--- src/tpff_pkg.sv ---
// constants, register map and carrier types of the tx packet field framer
// assumes one 200 MHz clock domain and an AHB-Lite register bus
package tpff_pkg;
    // register indices as printed; byte address = index * 4
    localparam logic [7:0] IDX_DATA_CTRL = 8'h30;
    localparam logic [7:0] IDX_STATUS = 8'h31;
    localparam logic [7:0] IDX_HDR_CTRL = 8'h33;
    localparam logic [7:0] IDX_PRE_LEN = 8'h34;
    localparam logic [7:0] IDX_SYNC3 = 8'h36;
    localparam logic [7:0] IDX_SYNC2 = 8'h37;
    localparam logic [7:0] IDX_SYNC1 = 8'h38;
    localparam logic [7:0] IDX_SYNC0 = 8'h39;
    localparam logic [7:0] IDX_HDR3 = 8'h3a;
    localparam logic [7:0] IDX_HDR2 = 8'h3b;
    localparam logic [7:0] IDX_HDR1 = 8'h3c;
    localparam logic [7:0] IDX_HDR0 = 8'h3d;
    localparam logic [7:0] IDX_PAY_LEN = 8'h3e;
    localparam logic [7:0] IDX_START = 8'h40;
    // reset values
    localparam logic [7:0] RST_PRE_LEN = 8'h08;
    localparam logic [7:0] RST_SYNC3 = 8'h2d;
    localparam logic [7:0] RST_ZERO = 8'h00;
    // field positions
    localparam int BIT_ENPAC = 3;
    localparam int BIT_PRE_MSB = 0;
    localparam int LSB_SYNC_LEN = 1;
    localparam int BIT_FIX_LEN = 3;
    localparam int LSB_HDR_LEN = 4;
    localparam int BIT_BUSY = 1;
    localparam int BIT_SENT = 0;
    localparam int BIT_GO = 0;
    localparam logic [2:0] HDR_LEN_MAX = 3'h4;
    localparam logic [3:0] PREAMBLE_NIB = 4'ha;
    localparam logic [1:0] HTRANS_NONSEQ = 2'h2;
    localparam logic [8:0] PRE_ONE = 9'h001;

    typedef enum logic [6:0] {
        ST_IDLE = 7'b000_0001,
        ST_PRE = 7'b000_0010,
        ST_SYNC = 7'b000_0100,
        ST_HDR = 7'b000_1000,
        ST_LEN = 7'b001_0000,
        ST_PAY = 7'b010_0000,
        ST_DONE = 7'b100_0000
    } tpff_state_type;

    // one symbol of the framed stream
    typedef struct packed {
        logic last;
        logic [3:0] nib;
    } tpff_sym_type;
endpackage

--- src/tpff_top.sv ---
// tx packet field framer: ahb-lite register slave, field sequencer, two-entry output buffer
// assumes the payload source and the nibble sink share i_clk; payload bytes arrive by valid/ready
//
// Decided for this implementation: the AHB-Lite slave port.
`timescale 1ns/1ps
module tpff_top #(
    parameter int BUF_DEPTH = 2
) (
    input wire logic i_clk,
    input wire logic i_rst_n,
    input wire logic i_hsel,
    input wire logic [31:0] i_haddr,
    input wire logic [1:0] i_htrans,
    input wire logic i_hwrite,
    input wire logic [2:0] i_hsize,
    input wire logic [31:0] i_hwdata,
    input wire logic i_hready,
    output logic [31:0] o_hrdata,
    output logic o_hreadyout,
    output logic o_hresp,
    input wire logic i_pay_valid,
    input wire logic [7:0] i_pay_data,
    output logic o_pay_ready,
    output logic o_sym_valid,
    output logic [3:0] o_sym_nib,
    output logic o_sym_last,
    input wire logic i_sym_ready,
    output logic o_busy
);
    localparam int CNT_W = $clog2(BUF_DEPTH + 1);

    // refused at elaboration: the shift buffer needs a second slot to absorb a stall
    if (BUF_DEPTH < 2) begin
        $error("BUF_DEPTH must be at least 2");
    end

    function automatic logic [7:0] pick_byte(input logic [31:0] word, input logic [1:0] idx);
        pick_byte = word[{idx, 3'b000} +: 8];
    endfunction

    logic rst_meta_ff;
    logic rst_n_ff;
    always_ff @(posedge i_clk or negedge i_rst_n) begin
        if (!i_rst_n) begin
            rst_meta_ff <= 1'b0;
            rst_n_ff <= 1'b0;
        end else begin
            rst_meta_ff <= 1'b1;
            rst_n_ff <= rst_meta_ff;
        end
    end

    // registers
    logic [7:0] data_ctrl_ff;
    logic [7:0] hdr_ctrl_ff;
    logic [7:0] pre_len_ff;
    logic [31:0] sync_ff;
    logic [31:0] hdr_ff;
    logic [7:0] pay_len_ff;
    logic sent_ff;
    logic wr_pend_ff;
    logic [7:0] wr_idx_ff;
    logic go_pulse;
    tpff_pkg::tpff_state_type state_ff;

    wire logic addr_ok = i_hsel && i_hready && i_htrans == tpff_pkg::HTRANS_NONSEQ;
    wire logic [7:0] addr_idx = (i_haddr[31:10] == 22'h00_0000) ? i_haddr[9:2] : 8'hff;
    wire logic [7:0] wbyte = i_hwdata[7:0];

    always_ff @(posedge i_clk or negedge rst_n_ff) begin
        if (!rst_n_ff) begin
            wr_pend_ff <= 1'b0;
            wr_idx_ff <= 8'h00;
        end else begin
            wr_pend_ff <= addr_ok && i_hwrite;
            wr_idx_ff <= addr_idx;
        end
    end

    assign go_pulse = wr_pend_ff && wr_idx_ff == tpff_pkg::IDX_START && wbyte[tpff_pkg::BIT_GO]
        && data_ctrl_ff[tpff_pkg::BIT_ENPAC] && state_ff == tpff_pkg::ST_IDLE;

    always_ff @(posedge i_clk or negedge rst_n_ff) begin
        if (!rst_n_ff) begin
            data_ctrl_ff <= tpff_pkg::RST_ZERO;
            hdr_ctrl_ff <= tpff_pkg::RST_ZERO;
            pre_len_ff <= tpff_pkg::RST_PRE_LEN;
            sync_ff <= {tpff_pkg::RST_SYNC3, tpff_pkg::RST_ZERO, tpff_pkg::RST_ZERO, tpff_pkg::RST_ZERO};
            hdr_ff <= 32'h0000_0000;
            pay_len_ff <= tpff_pkg::RST_ZERO;
        end else if (wr_pend_ff) begin
            unique case (wr_idx_ff)
                tpff_pkg::IDX_DATA_CTRL: data_ctrl_ff <= wbyte;
                tpff_pkg::IDX_HDR_CTRL: hdr_ctrl_ff <= {1'b0, wbyte[6:0]};
                tpff_pkg::IDX_PRE_LEN: pre_len_ff <= wbyte;
                tpff_pkg::IDX_SYNC3: sync_ff[31:24] <= wbyte;
                tpff_pkg::IDX_SYNC2: sync_ff[23:16] <= wbyte;
                tpff_pkg::IDX_SYNC1: sync_ff[15:8] <= wbyte;
                tpff_pkg::IDX_SYNC0: sync_ff[7:0] <= wbyte;
                tpff_pkg::IDX_HDR3: hdr_ff[31:24] <= wbyte;
                tpff_pkg::IDX_HDR2: hdr_ff[23:16] <= wbyte;
                tpff_pkg::IDX_HDR1: hdr_ff[15:8] <= wbyte;
                tpff_pkg::IDX_HDR0: hdr_ff[7:0] <= wbyte;
                tpff_pkg::IDX_PAY_LEN: pay_len_ff <= wbyte;
                default: begin
                end
            endcase
        end
    end

    logic [7:0] rd_val;
    always_comb begin
        rd_val = 8'h00;
        unique case (addr_idx)
            tpff_pkg::IDX_DATA_CTRL: rd_val = data_ctrl_ff;
            tpff_pkg::IDX_STATUS: rd_val = {6'h00, o_busy, sent_ff};
            tpff_pkg::IDX_HDR_CTRL: rd_val = hdr_ctrl_ff;
            tpff_pkg::IDX_PRE_LEN: rd_val = pre_len_ff;
            tpff_pkg::IDX_SYNC3: rd_val = sync_ff[31:24];
            tpff_pkg::IDX_SYNC2: rd_val = sync_ff[23:16];
            tpff_pkg::IDX_SYNC1: rd_val = sync_ff[15:8];
            tpff_pkg::IDX_SYNC0: rd_val = sync_ff[7:0];
            tpff_pkg::IDX_HDR3: rd_val = hdr_ff[31:24];
            tpff_pkg::IDX_HDR2: rd_val = hdr_ff[23:16];
            tpff_pkg::IDX_HDR1: rd_val = hdr_ff[15:8];
            tpff_pkg::IDX_HDR0: rd_val = hdr_ff[7:0];
            tpff_pkg::IDX_PAY_LEN: rd_val = pay_len_ff;
            default: rd_val = 8'h00;
        endcase
    end

    // zero-wait slave: read data prepared during the address phase
    always_ff @(posedge i_clk or negedge rst_n_ff) begin
        if (!rst_n_ff) begin
            o_hrdata <= 32'h0000_0000;
            o_hreadyout <= 1'b0;
            o_hresp <= 1'b0;
        end else begin
            o_hrdata <= (addr_ok && !i_hwrite) ? {24'h00_0000, rd_val} : 32'h0000_0000;
            o_hreadyout <= 1'b1;
            o_hresp <= 1'b0;
        end
    end

    // field decode
    wire logic [8:0] pre_len = {hdr_ctrl_ff[tpff_pkg::BIT_PRE_MSB], pre_len_ff};
    wire logic [8:0] pre_nibs = (pre_len == 9'h000) ? tpff_pkg::PRE_ONE : pre_len;
    wire logic [1:0] sync_code = hdr_ctrl_ff[tpff_pkg::LSB_SYNC_LEN +: 2];
    wire logic [2:0] hdr_code = hdr_ctrl_ff[tpff_pkg::LSB_HDR_LEN +: 3];
    // codes above four are clamped to all four headers
    wire logic [2:0] hdr_cnt = (hdr_code > tpff_pkg::HDR_LEN_MAX) ? tpff_pkg::HDR_LEN_MAX : hdr_code;
    wire logic fix_len = hdr_ctrl_ff[tpff_pkg::BIT_FIX_LEN];

    // next field after the current one, skipping empty fields
    function automatic tpff_pkg::tpff_state_type after(input tpff_pkg::tpff_state_type cur,
            input logic [2:0] hc, input logic fx, input logic [7:0] pl);
        tpff_pkg::tpff_state_type res;
        res = tpff_pkg::ST_DONE;
        if (cur == tpff_pkg::ST_PRE) begin
            res = tpff_pkg::ST_SYNC;
        end else if (cur == tpff_pkg::ST_SYNC && hc != 3'h0) begin
            res = tpff_pkg::ST_HDR;
        end else if ((cur == tpff_pkg::ST_SYNC || cur == tpff_pkg::ST_HDR) && !fx) begin
            res = tpff_pkg::ST_LEN;
        end else if (cur != tpff_pkg::ST_PAY && pl != 8'h00) begin
            res = tpff_pkg::ST_PAY;
        end
        after = res;
    endfunction

    logic [8:0] idx_ff;
    logic half_ff;
    logic [7:0] hold_ff;
    logic hold_vld_ff;
    logic [CNT_W-1:0] cnt_ff;
    tpff_pkg::tpff_sym_type ent_ff [BUF_DEPTH];

    logic have_sym;
    logic field_end;
    logic [7:0] cur_byte;
    tpff_pkg::tpff_sym_type sym;
    tpff_pkg::tpff_state_type nxt_field;
    always_comb begin
        nxt_field = after(state_ff, hdr_cnt, fix_len, pay_len_ff);
        cur_byte = 8'h00;
        have_sym = 1'b1;
        field_end = half_ff;
        unique case (state_ff)
            tpff_pkg::ST_PRE: field_end = idx_ff == pre_nibs - 9'h001;
            tpff_pkg::ST_SYNC: begin
                cur_byte = pick_byte(sync_ff, 2'h3 - idx_ff[1:0]);
                field_end = half_ff && idx_ff[1:0] == sync_code;
            end
            tpff_pkg::ST_HDR: begin
                cur_byte = pick_byte(hdr_ff, 2'h3 - idx_ff[1:0]);
                field_end = half_ff && idx_ff[2:0] == hdr_cnt - 3'h1;
            end
            tpff_pkg::ST_LEN: cur_byte = pay_len_ff;
            tpff_pkg::ST_PAY: begin
                cur_byte = hold_ff;
                have_sym = hold_vld_ff;
                field_end = half_ff && idx_ff[7:0] == pay_len_ff - 8'h01;
            end
            default: have_sym = 1'b0;
        endcase
        sym.nib = (state_ff == tpff_pkg::ST_PRE) ? tpff_pkg::PREAMBLE_NIB
            : (half_ff ? cur_byte[3:0] : cur_byte[7:4]);
        sym.last = field_end && nxt_field == tpff_pkg::ST_DONE;
    end

    // back-pressure from the buffer stalls the sequencer
    wire logic pop = o_sym_valid && i_sym_ready;
    wire logic push = have_sym && cnt_ff < CNT_W'(BUF_DEPTH);

    always_ff @(posedge i_clk or negedge rst_n_ff) begin
        if (!rst_n_ff) begin
            state_ff <= tpff_pkg::ST_IDLE;
            idx_ff <= 9'h000;
            half_ff <= 1'b0;
        end else if (go_pulse) begin
            state_ff <= tpff_pkg::ST_PRE;
            idx_ff <= 9'h000;
            half_ff <= 1'b0;
        end else if (state_ff == tpff_pkg::ST_DONE) begin
            state_ff <= tpff_pkg::ST_IDLE;
        end else if (push) begin
            if (field_end) begin
                state_ff <= nxt_field;
                idx_ff <= 9'h000;
                half_ff <= 1'b0;
            end else if (state_ff == tpff_pkg::ST_PRE || half_ff) begin
                idx_ff <= idx_ff + 9'h001;
                half_ff <= 1'b0;
            end else begin
                half_ff <= 1'b1;
            end
        end
    end

    // payload byte holder; ready only while empty in the payload field
    always_ff @(posedge i_clk or negedge rst_n_ff) begin
        if (!rst_n_ff) begin
            hold_ff <= 8'h00;
            hold_vld_ff <= 1'b0;
            o_pay_ready <= 1'b0;
        end else begin
            if (o_pay_ready && i_pay_valid) begin
                hold_ff <= i_pay_data;
                hold_vld_ff <= 1'b1;
            end else if (state_ff == tpff_pkg::ST_PAY && push && half_ff) begin
                hold_vld_ff <= 1'b0;
            end
            o_pay_ready <= state_ff == tpff_pkg::ST_PAY && !hold_vld_ff && !(o_pay_ready && i_pay_valid);
        end
    end

    // status
    always_ff @(posedge i_clk or negedge rst_n_ff) begin
        if (!rst_n_ff) begin
            sent_ff <= 1'b0;
            o_busy <= 1'b0;
        end else begin
            if (state_ff == tpff_pkg::ST_DONE) begin
                sent_ff <= 1'b1;
            end else if (go_pulse) begin
                sent_ff <= 1'b0;
            end
            o_busy <= go_pulse || (state_ff != tpff_pkg::ST_IDLE && state_ff != tpff_pkg::ST_DONE);
        end
    end

    // shift buffer: head entry is always slot 0, so outputs come from flops
    wire logic [CNT_W-1:0] wr_slot = cnt_ff - CNT_W'(pop);
    always_ff @(posedge i_clk or negedge rst_n_ff) begin
        if (!rst_n_ff) begin
            cnt_ff <= '0;
            o_sym_valid <= 1'b0;
            for (int i = 0; i < BUF_DEPTH; i++) begin
                ent_ff[i] <= '0;
            end
        end else begin
            for (int i = 0; i < BUF_DEPTH - 1; i++) begin
                if (pop) begin
                    ent_ff[i] <= ent_ff[i+1];
                end
            end
            for (int i = 0; i < BUF_DEPTH; i++) begin
                if (push && CNT_W'(i) == wr_slot) begin
                    ent_ff[i] <= sym;
                end
            end
            cnt_ff <= cnt_ff + CNT_W'(push) - CNT_W'(pop);
            o_sym_valid <= (cnt_ff + CNT_W'(push) - CNT_W'(pop)) != '0;
        end
    end

    assign o_sym_nib = ent_ff[0].nib;
    assign o_sym_last = ent_ff[0].last;
endmodule

--- config.mk ---
export PLATFORM = sky130hd
export DESIGN_NAME = tpff_top
export DESIGN_NICKNAME = d
export VERILOG_FILES = /design/src/tpff_pkg.sv /design/src/tpff_top.sv
export SDC_FILE = /design/constraint.sdc
export NUM_CORES = 1
export LEC_CHECK = 0
export BUFFER_PORTS_ARGS = -buffer_cell sky130_fd_sc_hd__buf_2
export CAP_MARGIN = 0
export CORE_MARGIN = 3
export CORE_UTILIZATION = 48
export DETAILED_ROUTE_END_ITERATION = 16
export PLACE_DENSITY = 0.69
export SLEW_MARGIN = 20
export SYNTH_ARGS = -nofsm -noshare
export SYNTH_HDL_FRONTEND = slang
export SYNTH_SLANG_ARGS = --single-unit
--- constraint.sdc ---
create_clock -name i_clk -period 5.95 [get_ports i_clk]
set_clock_uncertainty 0.15 [all_clocks]
set_input_delay 0.8925 -clock i_clk [delete_from_list [all_inputs] [get_ports i_clk]]
set_output_delay 0.8925 -clock i_clk [all_outputs]
set_load 0.02 [all_outputs]
==> impl_results.md, run 1 <==
- Routability cong.: 0.9349
- Part of the cycle the worst path needs: 68.59%
- Routed wire per std cell: 21.50 um
- Maxcap violations: 0
- Chip width: 140.3 um
- Critical path peak fanout: 14
- Adder-cell share of the synthesized area: 1.156%
- Crit path cell chain: nor4_1, a31oi_1, ha_1, nor2b_1, or3_1, a31oi_1, nand4_1, or3_1, a21oi_2, mux2_2
- CP Class: flop to flop
- # H-tree levels: 4
- Gr ovfl total: 0
- Peak VDD IR: 0.2066 mV
- Total power: 2.411 mW
- Post-synth top area share: 43.65%
- Post-synth ARST share: 100.0%
- I/O pins: 126
- Worst Max-Slew Pin Slew: 1.156 ns
- Seq/Total Area, Yosys: 45.48%
- Top FF cell, synth: dfrtp_1
- Post-synthesis average cell area: 11.14 sq um
- # DRC: 0
- # setup viols final: 0
- Root Buffer: clkbuf_16
- Resized cells post-CTS: 0
- Critical Path Source Type: flop
- Initial core utilization: 49.53%
- CTS Buffer Depth: 2
- Worst slack, placed: 1.672 ns
- Worst hold margin: 0.07882 ns
- Num CTS Buffers: 17
- WP buf/inv: 0
- Antenna Cells: 0
- Compound-Gate Fraction of Synth Area: 10.42%
- GR Util All Layers: 23.80%
- Post-synth EDFFs: 0
- Routed WL: 22960 um
- Largest net degree at the start of global routing: 75
- Crit-path max cell delay: 0.62 ns
- Buffers on Ports: 71
- Die Footprint: 19680 sq um
- CTS Sinks: 157
- First-pass GRT wire length: 36140 um
- Vias: 6504
- Tmin final: 4.081 ns
- PwrDens: 249.6 nW/um^2
- Cell row count: 48
- Synth Register Bits: 157
- Fin. Hold Viols: 0
- Synth area leaders: dfrtp_1 (44%), mux2_2 (14%), buf_4 (2.6%)
- Hold Path Class: primary input to async pin
- F_max: 0.2450 GHz
- P_leak: 4.308 nW
- Initial antenna violation count: 0
- RSZ-0062 raised after global routing: no
- TritonCTS clock tree: built
- Vias/cell: 6.090
- Cell area after synthesis: 8656 sq um
- Post-Route Utilization: 55.25%
- Area leader, netlist: dfrtp_1
- Mux cell area share after synthesis: 19.20%
- Clock transition at path regs: 0.07 ns
- Die Y: 140.3 um
- Delay-heaviest family, CP: simple AND/OR/NAND/NOR gates
- Final Non-Filler Cells: 1068
- Core area: 17480 sq um
- Worst EP required: 6.11 ns
- Yosys cell types: 68
- First drt pass iteration count: 6
- Clk_lat worst skew: 0.43 ns
- Dpl cells: 1036
- Synth Area in XOR/XNOR: 3.541%
- Relative slew margins: 20.93%
- Vias in the first global route: 6298
- Status: completed
- Hold_buf cts: 0
- Largest family of logic cells by synthesized area: multiplexers
- Post-CTS Setup Inserts: 0
- Setup crit end kind: flop
- Area growth from synthesis to layout: 11.56%
- YS warnings: 0
- Ratio of cells with drive above 1 in the final layout: 29.42%
- Initial DRC count: 608
- Cell Area, Placed: 9062 sq um
- Final #Nets: 922
- Fin Setup TNS: 0 ns
- Slew Viols, Final: 0
- DP Wirelength: 15970 um
- Slowest stage cell, crit path: a21oi_2
- Post-route cell area: 9657 sq um
- Syn Inst Count: 777
- Post-Synth Simple-Gate Area: 14.93%
- WP data arrival: 4.24 ns
- Setup ws final: 1.869 ns
- R2r setup slk: 1.87 ns
- Post-DRT Antenna Nets: 0
synthesized netlist by cell type (5+ instances only):
master,number
a222oi_1,11
o21ai_0,19
buf_1,6
a22o_1,5
clkbuf_1,28
buf_4,30
inv_1,14
nand3_1,9
and4_1,5
a221oi_1,11
mux2_2,104
xnor2_1,17
nor2_1,41
o21ai_1,8
and2_1,11
or3_1,17
nand4_1,7
a31oi_1,8
nor3_1,27
o2111ai_1,5
mux4_2,10
a22oi_1,15
mux2i_1,16
nand2_1,46
dfrtp_1,151
and3_1,6
xor2_1,18
a21oi_1,12
dfstp_2,6
nand2b_1,13
ha_1,8
nor4_1,11
nor2b_1,12
a211oi_1,7
state kept, by name, summed over array words and instances, names as in the netlist, 8 cells and up:
| signal | flops |
|---|---|
| o_hrdata | 8 |
| hdr_ff | 32 |
| wr_idx_ff | 8 |
| pay_len_ff | 8 |
| pre_len_ff | 8 |
| hold_ff | 8 |
| data_ctrl_ff | 8 |
| idx_ff | 9 |
| sync_ff | 32 |
path summary, 6_finish.rpt:
| check | end | cells after the start | start |
|---|---|---|---|
| setup reg to reg | state_ff[3] | 10 | pre_len_ff[4] |
| hold / removal | rst_n_ff | 1 | i_rst_n |
| max in group asynchronous | cnt_ff[1] | 1 | rst_n_ff |
| hold reg to reg | sync_ff[17] | 0 | rst_n_ff |
| setup / recovery | state_ff[3] | 10 | pre_len_ff[4] |
| min in group i_clk | rst_n_ff | 0 | rst_meta_ff |
logic make-up (layout without fill, tap and decap cells):
kind of cell | count (synthesis) | in the layout
adder cells (fa/ha/maj) | 8 | 8
buffers and inverters | 83 | 124
flip-flops | 157 | 157
AND/OR/NAND/NOR | 234 | 234
other | 2 | 27
multiplexers | 134 | 134
XOR/XNOR | 35 | 35
AO/OA/AOI/OAI | 124 | 124
worst reg2reg max path, cell delays in order (launching register included):
cell,delay [ns]
dfrtp_1,0.49
nor4_1,0.56
a31oi_1,0.25
ha_1,0.27
nor2b_1,0.16
or3_1,0.31
a31oi_1,0.17
nand4_1,0.09
or3_1,0.47
a21oi_2,0.62
mux2_2,0.42
layout make-up:
type / instances / area, sq um
clock buffer: 18 / 429.2
sequential: 157 / 3940
multi-input combinational: 562 / 4389
clock inverter: 14 / 156.4
tap: 225 / 281.5
inverter: 14 / 52.55
timing repair buffer: 78 / 407.9
fill: 1534 / 7820
cells in the final DEF (no fill, tap or decap), types with 17 or more instances in the layout:
cell	Yosys	final
conb_1	2	27
clkbuf_16	0	17
o21ai_0	19	19
nand2_1	46	46
nor2_1	41	41
mux2_2	104	104
buf_2	2	71
dfrtp_1	151	150
xnor2_1	17	17
or3_1	17	17
xor2_1	18	18
nor3_1	27	25
report_power, final:
part,switching (mW),total (mW),internal [mW]
Clock,0.472,1.10,0.627
Sequential,0.0251,1.12,1.10
Combinational,0.119,0.190,0.0708
metal layers:
layer | vias to the layer above | global-route usage, % | wire length (um)
li1 | 2959 | - | -
met1 | 3231 | 31.50 | 9811
met2 | 258 | 38.28 | 10910
met3 | 56 | 6.043 | 1578
met4 | 0 | 8.261 | 660
met5 | - | 0 | 0
Power figures use the tool's default switching activity.
==> run 2, diff against run 1 <==
Clock period 5.95 ns to 4.3 ns, I/O delays scaled along.
==> run 2 against run 1 <==
Compared with the run above:
- first-iteration DRC count down 7.7%
- core utilization up 0.38 points
- global-route usage up 0.20 points
- sequential power up 39%
- routed wire length up 0.87%
- combinational power up 33%
- via count up 1.0%
- setup slack worse by 1.4 ns
- cell area up 0.69%
- final cell count up 1.2%
- clock-buffer cell count up 4
- maximum frequency up 6.7%
- critical path type unchanged
- largest cell class unchanged
==> impl_results.md, run 2 (same netlist as run 1, synthesis figures left out) <==
- Status: completed
- Crit path cell chain: nor4_1, a31oi_1, ha_1, nor2b_1, or3_1, a31oi_1, nand4_1, or3_1, a21oi_2, mux2_2
- F_max: 0.2615 GHz (+6.7%)
- First drt pass iteration count: 5 (-1)
- Most frequent cells in the layout: dfrtp_1 (150), mux2_2 (104), buf_2 (71)
- P_leak: 4.363 nW (+1.3%)
- Reg2Reg Capture Point: state_ff[5]
- Worst EP required: 4.47 ns (-1.64 ns)
- Post-Route Utilization: 55.63% (+0.38 points)
- Fin. Hold Viols: 0 (unchanged)
- DP Wirelength: 16290 um (+2.0%)
- Die Y: 140.3 um (unchanged)
- Most common cell after layout, fill and taps aside: dfrtp_1
- Critical path peak fanout: 7 (-7)
- Part of the cycle the worst path needs: 88.94% (+20 points)
- Routability cong.: 0.9252 (-1.0%)
- Chip width: 140.3 um (unchanged)
- I/O pins: 126 (unchanged)
- Cell Area, Placed: 9159 sq um (+1.1%)
- Hold Path Stages: 0
- # H-tree levels: 4 (unchanged)
- CTS Sinks: 157 (unchanged)
- Die Footprint: 19680 sq um (unchanged)
- Tmin final: 3.825 ns (-0.2563 ns)
- Regs by FF count: hdr_ff: 32 flops, sync_ff: 32 flops, idx_ff: 9 flops
- Delay-heaviest family, CP: simple AND/OR/NAND/NOR gates
- Fin Setup TNS: 0 ns (unchanged)
- Num CTS Buffers: 17 (unchanged)
- Cell row count: 48 (unchanged)
- Worst Max-Slew Pin Slew: 1.142 ns (-0.01406 ns)
- Filler instances: 1524 (-0.65%)
- Post-CTS Setup Inserts: 0 (unchanged)
- Vias/cell: 6.078 (-0.20%)
- Antenna Cells: 0 (unchanged)
- Initial core utilization: 49.53% (unchanged)
- Post-route cell area: 9723 sq um (+0.69%)
- Routed WL: 23160 um (+0.87%)
- Vias in the first global route: 6567 (+4.3%)
- Root Buffer: clkbuf_16
- WP buf/inv: 0 (unchanged)
- Maxcap violations: 0 (unchanged)
- Core area: 17480 sq um (unchanged)
- Hold Path Class: flop to flop
- Ratio of cells with drive above 1 in the final layout: 30.14% (+0.72 points)
- CTS Buffer Depth: 2 (unchanged)
- Final #Nets: 935 (+1.4%)
- Worst hold path startpoint: rst_meta_ff
- Clk_lat worst skew: 0.43 ns (about the same)
- Initial antenna violation count: 0 (unchanged)
- Reg2Reg Depth: 10 (unchanged)
- RSZ-0062 raised after global routing: no
- Slew Viols, Final: 0 (unchanged)
- TritonCTS clock tree: built
- Dpl cells: 1048 (+1.2%)
- Hold EP: rst_n_ff
- # DRC: 0 (unchanged)
- Initial DRC count: 561 (-7.7%)
- Worst hold margin: 0.2044 ns (+0.1256 ns)
- Slowest stage cell, crit path: nor4_1
- # setup viols final: 0 (unchanged)
- Crit-path max cell delay: 0.62 ns (about the same)
- Routed wire per std cell: 21.43 um (-0.34%)
- Gr ovfl total: 0 (unchanged)
- Relative slew margins: 23.58% (+2.6 points)
- Reg2reg start: pre_len_ff[5]
- Clock transition at path regs: 0.06 ns (about the same)
- Peak VDD IR: 0.3063 mV (+48%)
- WP data arrival: 3.99 ns (-0.25 ns)
- PwrDens: 330.8 nW/um^2 (+32%)
- Area growth from synthesis to layout: 12.33%
- First-pass GRT wire length: 36490 um (+0.95%)
- R2r setup slk: 0.48 ns (-1.39 ns)
- Critical Path Source Type: flop
- Largest net degree at the start of global routing: 92 (+23%)
- Post-DRT Antenna Nets: 0 (unchanged)
- Buffers on Ports: 71 (unchanged)
- Setup crit end kind: flop
- CP Class: flop to flop
- GR Util All Layers: 23.99% (+0.20 points)
- Final Non-Filler Cells: 1081 (+1.2%)
- Vias: 6570 (+1.0%)
run 2: cell types whose count changed in the layout (fill, tap and decap cells not counted), moves of 2 or more:
cell	before	now
buf_4	7	18
bufinv_16	2	0
clkbuf_8	0	3
clkinv_4	0	3
inv_6	6	3
run 2: power breakdown:
group / switching [mW] / internal [mW] / leakage (nW) / total (mW)
registers: 0.0393 / 1.52 / 1.98 / 1.56
logic: 0.153 / 0.0992 / 2.12 / 0.253
clock network: 0.615 / 0.790 / 0.264 / 1.41
total: 0.808 / 2.41 / 4.36 / 3.22
run 2: worst max-delay path by stage:
stage | start | to | slack (ns) | depth (start not counted)
floorplan | pre_len_ff[5] | state_ff[3] | 1.01 | 10
global placement | pre_len_ff[5] | state_ff[3] | 0.64 | 10
detailed placement | pre_len_ff[5] | state_ff[5] | 0.51 | 10
CTS | pre_len_ff[5] | state_ff[5] | 0.49 | 10
global route | pre_len_ff[5] | state_ff[4] | 0.26 | 10
finish | pre_len_ff[5] | state_ff[5] | 0.48 | 10
run 2: metrics by stage:
stage | setup slack (ns) | power, mW
5_1_grt | 0.2628 | 3.337
6_report | 0.4754 | 3.216
3_3_place_gp | 0.6412 | 1.833
2_1_floorplan | 1.008 | 1.784
4_1_cts | 0.4930 | 3.245
3_5_place_dp | 0.5102 | 1.840
run 2: layout make-up:
class	count	area [sq um]	area share, %
sequential	157	3940	40.52
multi-input combinational	562	4374	44.99
tap	225	281.5	2.895
clock inverter	10	80.08	0.8236
inverter	14	52.55	0.5405
timing repair buffer	91	520.5	5.353
clock buffer	22	474.2	4.877
run 2: metal layers:
layer	wire length (um)	GRT usage, %	part of all wire, %
met1	9740	31.64	42
met2	11050	38.71	48
met3	1686	5.804	7.3
met4	691	8.822	3.0
met5	0	0	0
run 2: repair_timing:
item | 4_1_cts | 5_1_grt
gates resized for setup | 0 | 0
hold endpoints to repair | 2 | 0
hold buffers | 1 | 0
==> run 3, diff against run 2 <==
==> constraint.sdc (replaced) <==
create_clock -name i_clk -period 4.3 [get_ports i_clk]
set_clock_uncertainty 0.15 [all_clocks]
set_input_delay 0.43 -clock i_clk [delete_from_list [all_inputs] [get_ports i_clk]]
set_output_delay 0.43 -clock i_clk [all_outputs]
set_load 0.02 [all_outputs]
==> run 3 against run 2 <==
Compared with the run above:
- sequential power barely moved
- die area did not move
- clock-buffer cell count fell by 2
- largest power group unchanged
- combinational power rose by 6%
==> impl_results.md, run 3 (same netlist as run 1, synthesis figures left out) <==
- Vias/cell: 6.084 (+0.11%)
- Worst hold margin: 0.04048 ns (-0.1640 ns)
- Slew Viols, Final: 0 (unchanged)
- R2r setup slk: 0.58 ns (+0.10 ns)
- Post-DRT Antenna Nets: 0 (unchanged)
- Vias: 6583 (+0.20%)
- Resized cells post-CTS: 0 (unchanged)
- Post-CTS Setup Inserts: 0 (unchanged)
- TritonCTS clock tree: built
- Reg2Reg Depth: 10 (unchanged)
- Gr ovfl total: 0 (unchanged)
- Delay-heaviest family, CP: simple AND/OR/NAND/NOR gates
- GR Util All Layers: 23.84% (-0.15 points)
- Internal: 2.480 mW (+3.0%)
- Critical path peak fanout: 6 (-1)
- Final Non-Filler Cells: 1082 (+0.093%)
- Root Buffer: clkbuf_16
- Worst hold path startpoint: i_haddr[9]
- Num CTS Buffers: 17 (unchanged)
- Sequential power share: 46.7% (-1.7 points)
- Net Sw Frac: 25.01% (-0.10 points)
- Antenna Cells: 0 (unchanged)
- Clock transition at path regs: 0.07 ns (about the same)
- # setup viols final: 0 (unchanged)
- # H-tree levels: 4 (unchanged)
- DP Wirelength: 16150 um (-0.90%)
- P_leak: 4.377 nW (+0.33%)
- Routed WL: 23180 um (about the same)
- Worst slack, placed: 0.5895 ns (+0.07932 ns)
- Setup crit end kind: flop
- Fin. Hold Viols: 0 (unchanged)
- Reg2reg start: pre_len_ff[5]
- Dpl cells: 1049 (+0.095%)
- Largest net degree at the start of global routing: 156 (+70%)
- Clock group share of total power: 45.2% (+1.5 points)
- Core area: 17480 sq um (unchanged)
- Hold EP: wr_idx_ff[7]
- Area growth from synthesis to layout: 12.66%
- Worst Max-Slew Pin Slew: 1.263 ns (+0.1213 ns)
- Die Footprint: 19680 sq um (unchanged)
- Maxcap violations: 0 (unchanged)
- Clk_lat worst skew: 0.44 ns (about the same)
- Status: completed
- Initial antenna violation count: 0 (unchanged)
- I/O pins: 126 (unchanged)
- Cell row count: 48 (unchanged)
- Critical Path Source Type: flop
- Ratio of cells with drive above 1 in the final layout: 30.11% (-0.035 points)
- Fin Setup TNS: 0 ns (unchanged)
- First-pass GRT wire length: 36610 um (+0.34%)
- Routability cong.: 0.9077 (-1.9%)
- Initial DRC count: 671 (+20%)
- Regs by FF count: hdr_ff: 32 flops, sync_ff: 32 flops, idx_ff: 9 flops
- Most common cell after layout, fill and taps aside: dfrtp_1
- Crit path cell chain: nor4_1, a31oi_1, ha_1, nor2b_1, or3_1, a31oi_1, nand4_1, or3_1, a21oi_2, mux2_2
- CP Class: flop to flop
- PwrDens: 339.1 nW/um^2 (+2.5%)
- Setup ws final: 0.5769 ns (+0.1015 ns)
- Chip width: 140.3 um (unchanged)
- WP buf/inv: 0 (unchanged)
- Peak VDD IR: 0.3674 mV (+20%)
- WP data arrival: 3.88 ns (-0.11 ns)
- Slowest stage cell, crit path: nor4_1
- Hold Path Stages: 2 (+2)
- Vias in the first global route: 6535 (-0.49%)
- # DRC: 0 (unchanged)
- Crit-path max cell delay: 0.57 ns (-0.05 ns)
- Routed wire per std cell: 21.42 um (about the same)
- Hold_buf cts: 1 (unchanged)
- First drt pass iteration count: 6 (+1)
- Hold Path Class: primary input to flop
- CTS Buffer Depth: 2 (unchanged)
- CTS Sinks: 157 (unchanged)
- Most frequent cells in the layout: dfrtp_1 (150), mux2_2 (104), buf_2 (71)
- Die Y: 140.3 um (unchanged)
- Comb power frac: 8.1% (+0.2 points)
- Switch Pwr: 0.8270 mW (+2.4%)
- F_max: 0.2686 GHz (+2.7%)
- Buffers on Ports: 71 (unchanged)
- Worst EP required: 4.46 ns (about the same)
- RSZ-0062 raised after global routing: no
- Tmin final: 3.723 ns (-0.1015 ns)
- Final #Nets: 936 (+0.11%)
- Relative slew margins: 15.47% (-8.1 points)
- Reg2Reg Capture Point: state_ff[4]
- Part of the cycle the worst path needs: 86.58% (-2.4 points)
- Initial core utilization: 49.53% (unchanged)
## run 3: changes by cell type in the layout (fill, tap and decap cells not counted), sizes merged
cell	previous run	this run
bufinv	0	2
buf	90	91
clkbuf	22	20
## run 3: layer usage
layer | GRT usage [%] | vias to the layer above | part of all wire (%) | routed length, um
met5 | 0 | - | 0 | 0
met4 | 8.669 | 0 | 3.2 | 753
met3 | 5.326 | 57 | 6.7 | 1562
met2 | 38.31 | 272 | 47 | 10940
met1 | 31.88 | 3284 | 43 | 9926
li1 | - | 2970 | - | -
## run 3: power groups by stage
| stage | Sequential [mW] | Combinational (mW) | Clock [mW] |
|---|---|---|---|
| 2_1_floorplan | 1.59 | 0.193 | 0 |
| 3_3_place_gp | 1.57 | 0.261 | 0 |
| 3_5_place_dp | 1.57 | 0.267 | 0 |
| 4_1_cts | 1.55 | 0.269 | 1.51 |
| 5_1_grt | 1.55 | 0.297 | 1.57 |
| 6_report | 1.55 | 0.268 | 1.49 |
## run 3: worst max-delay path by stage
| stage | startpoint | end | slack [ns] | cells after the start |
|---|---|---|---|---|
| floorplan | pre_len_ff[5] | state_ff[3] | 1.01 | 10 |
| global placement | pre_len_ff[5] | state_ff[4] | 0.66 | 10 |
| detailed placement | pre_len_ff[5] | state_ff[4] | 0.59 | 10 |
| CTS | pre_len_ff[5] | state_ff[4] | 0.58 | 10 |
| global route | pre_len_ff[5] | state_ff[4] | 0.33 | 10 |
| finish | pre_len_ff[5] | state_ff[4] | 0.58 | 10 |
## run 3: cell type report
type                       count  area [sq um]
fill                        1486          7725
sequential                   157          3940
clock buffer                  20         436.7
timing repair buffer          92         528.0
tap                          225         281.5
inverter                      14         52.55
clock inverter                12         138.9
multi-input combinational    562          4374
## run 3: per-stage QoR
step	util (%)	total power, mW	area, sq um
floorplan	-	1.784	8751
global placement	52.45	1.833	9166
detailed placement	52.45	1.840	9166
CTS	55.80	3.329	9752
global route	55.80	3.417	9752
finish	55.80	3.307	9752
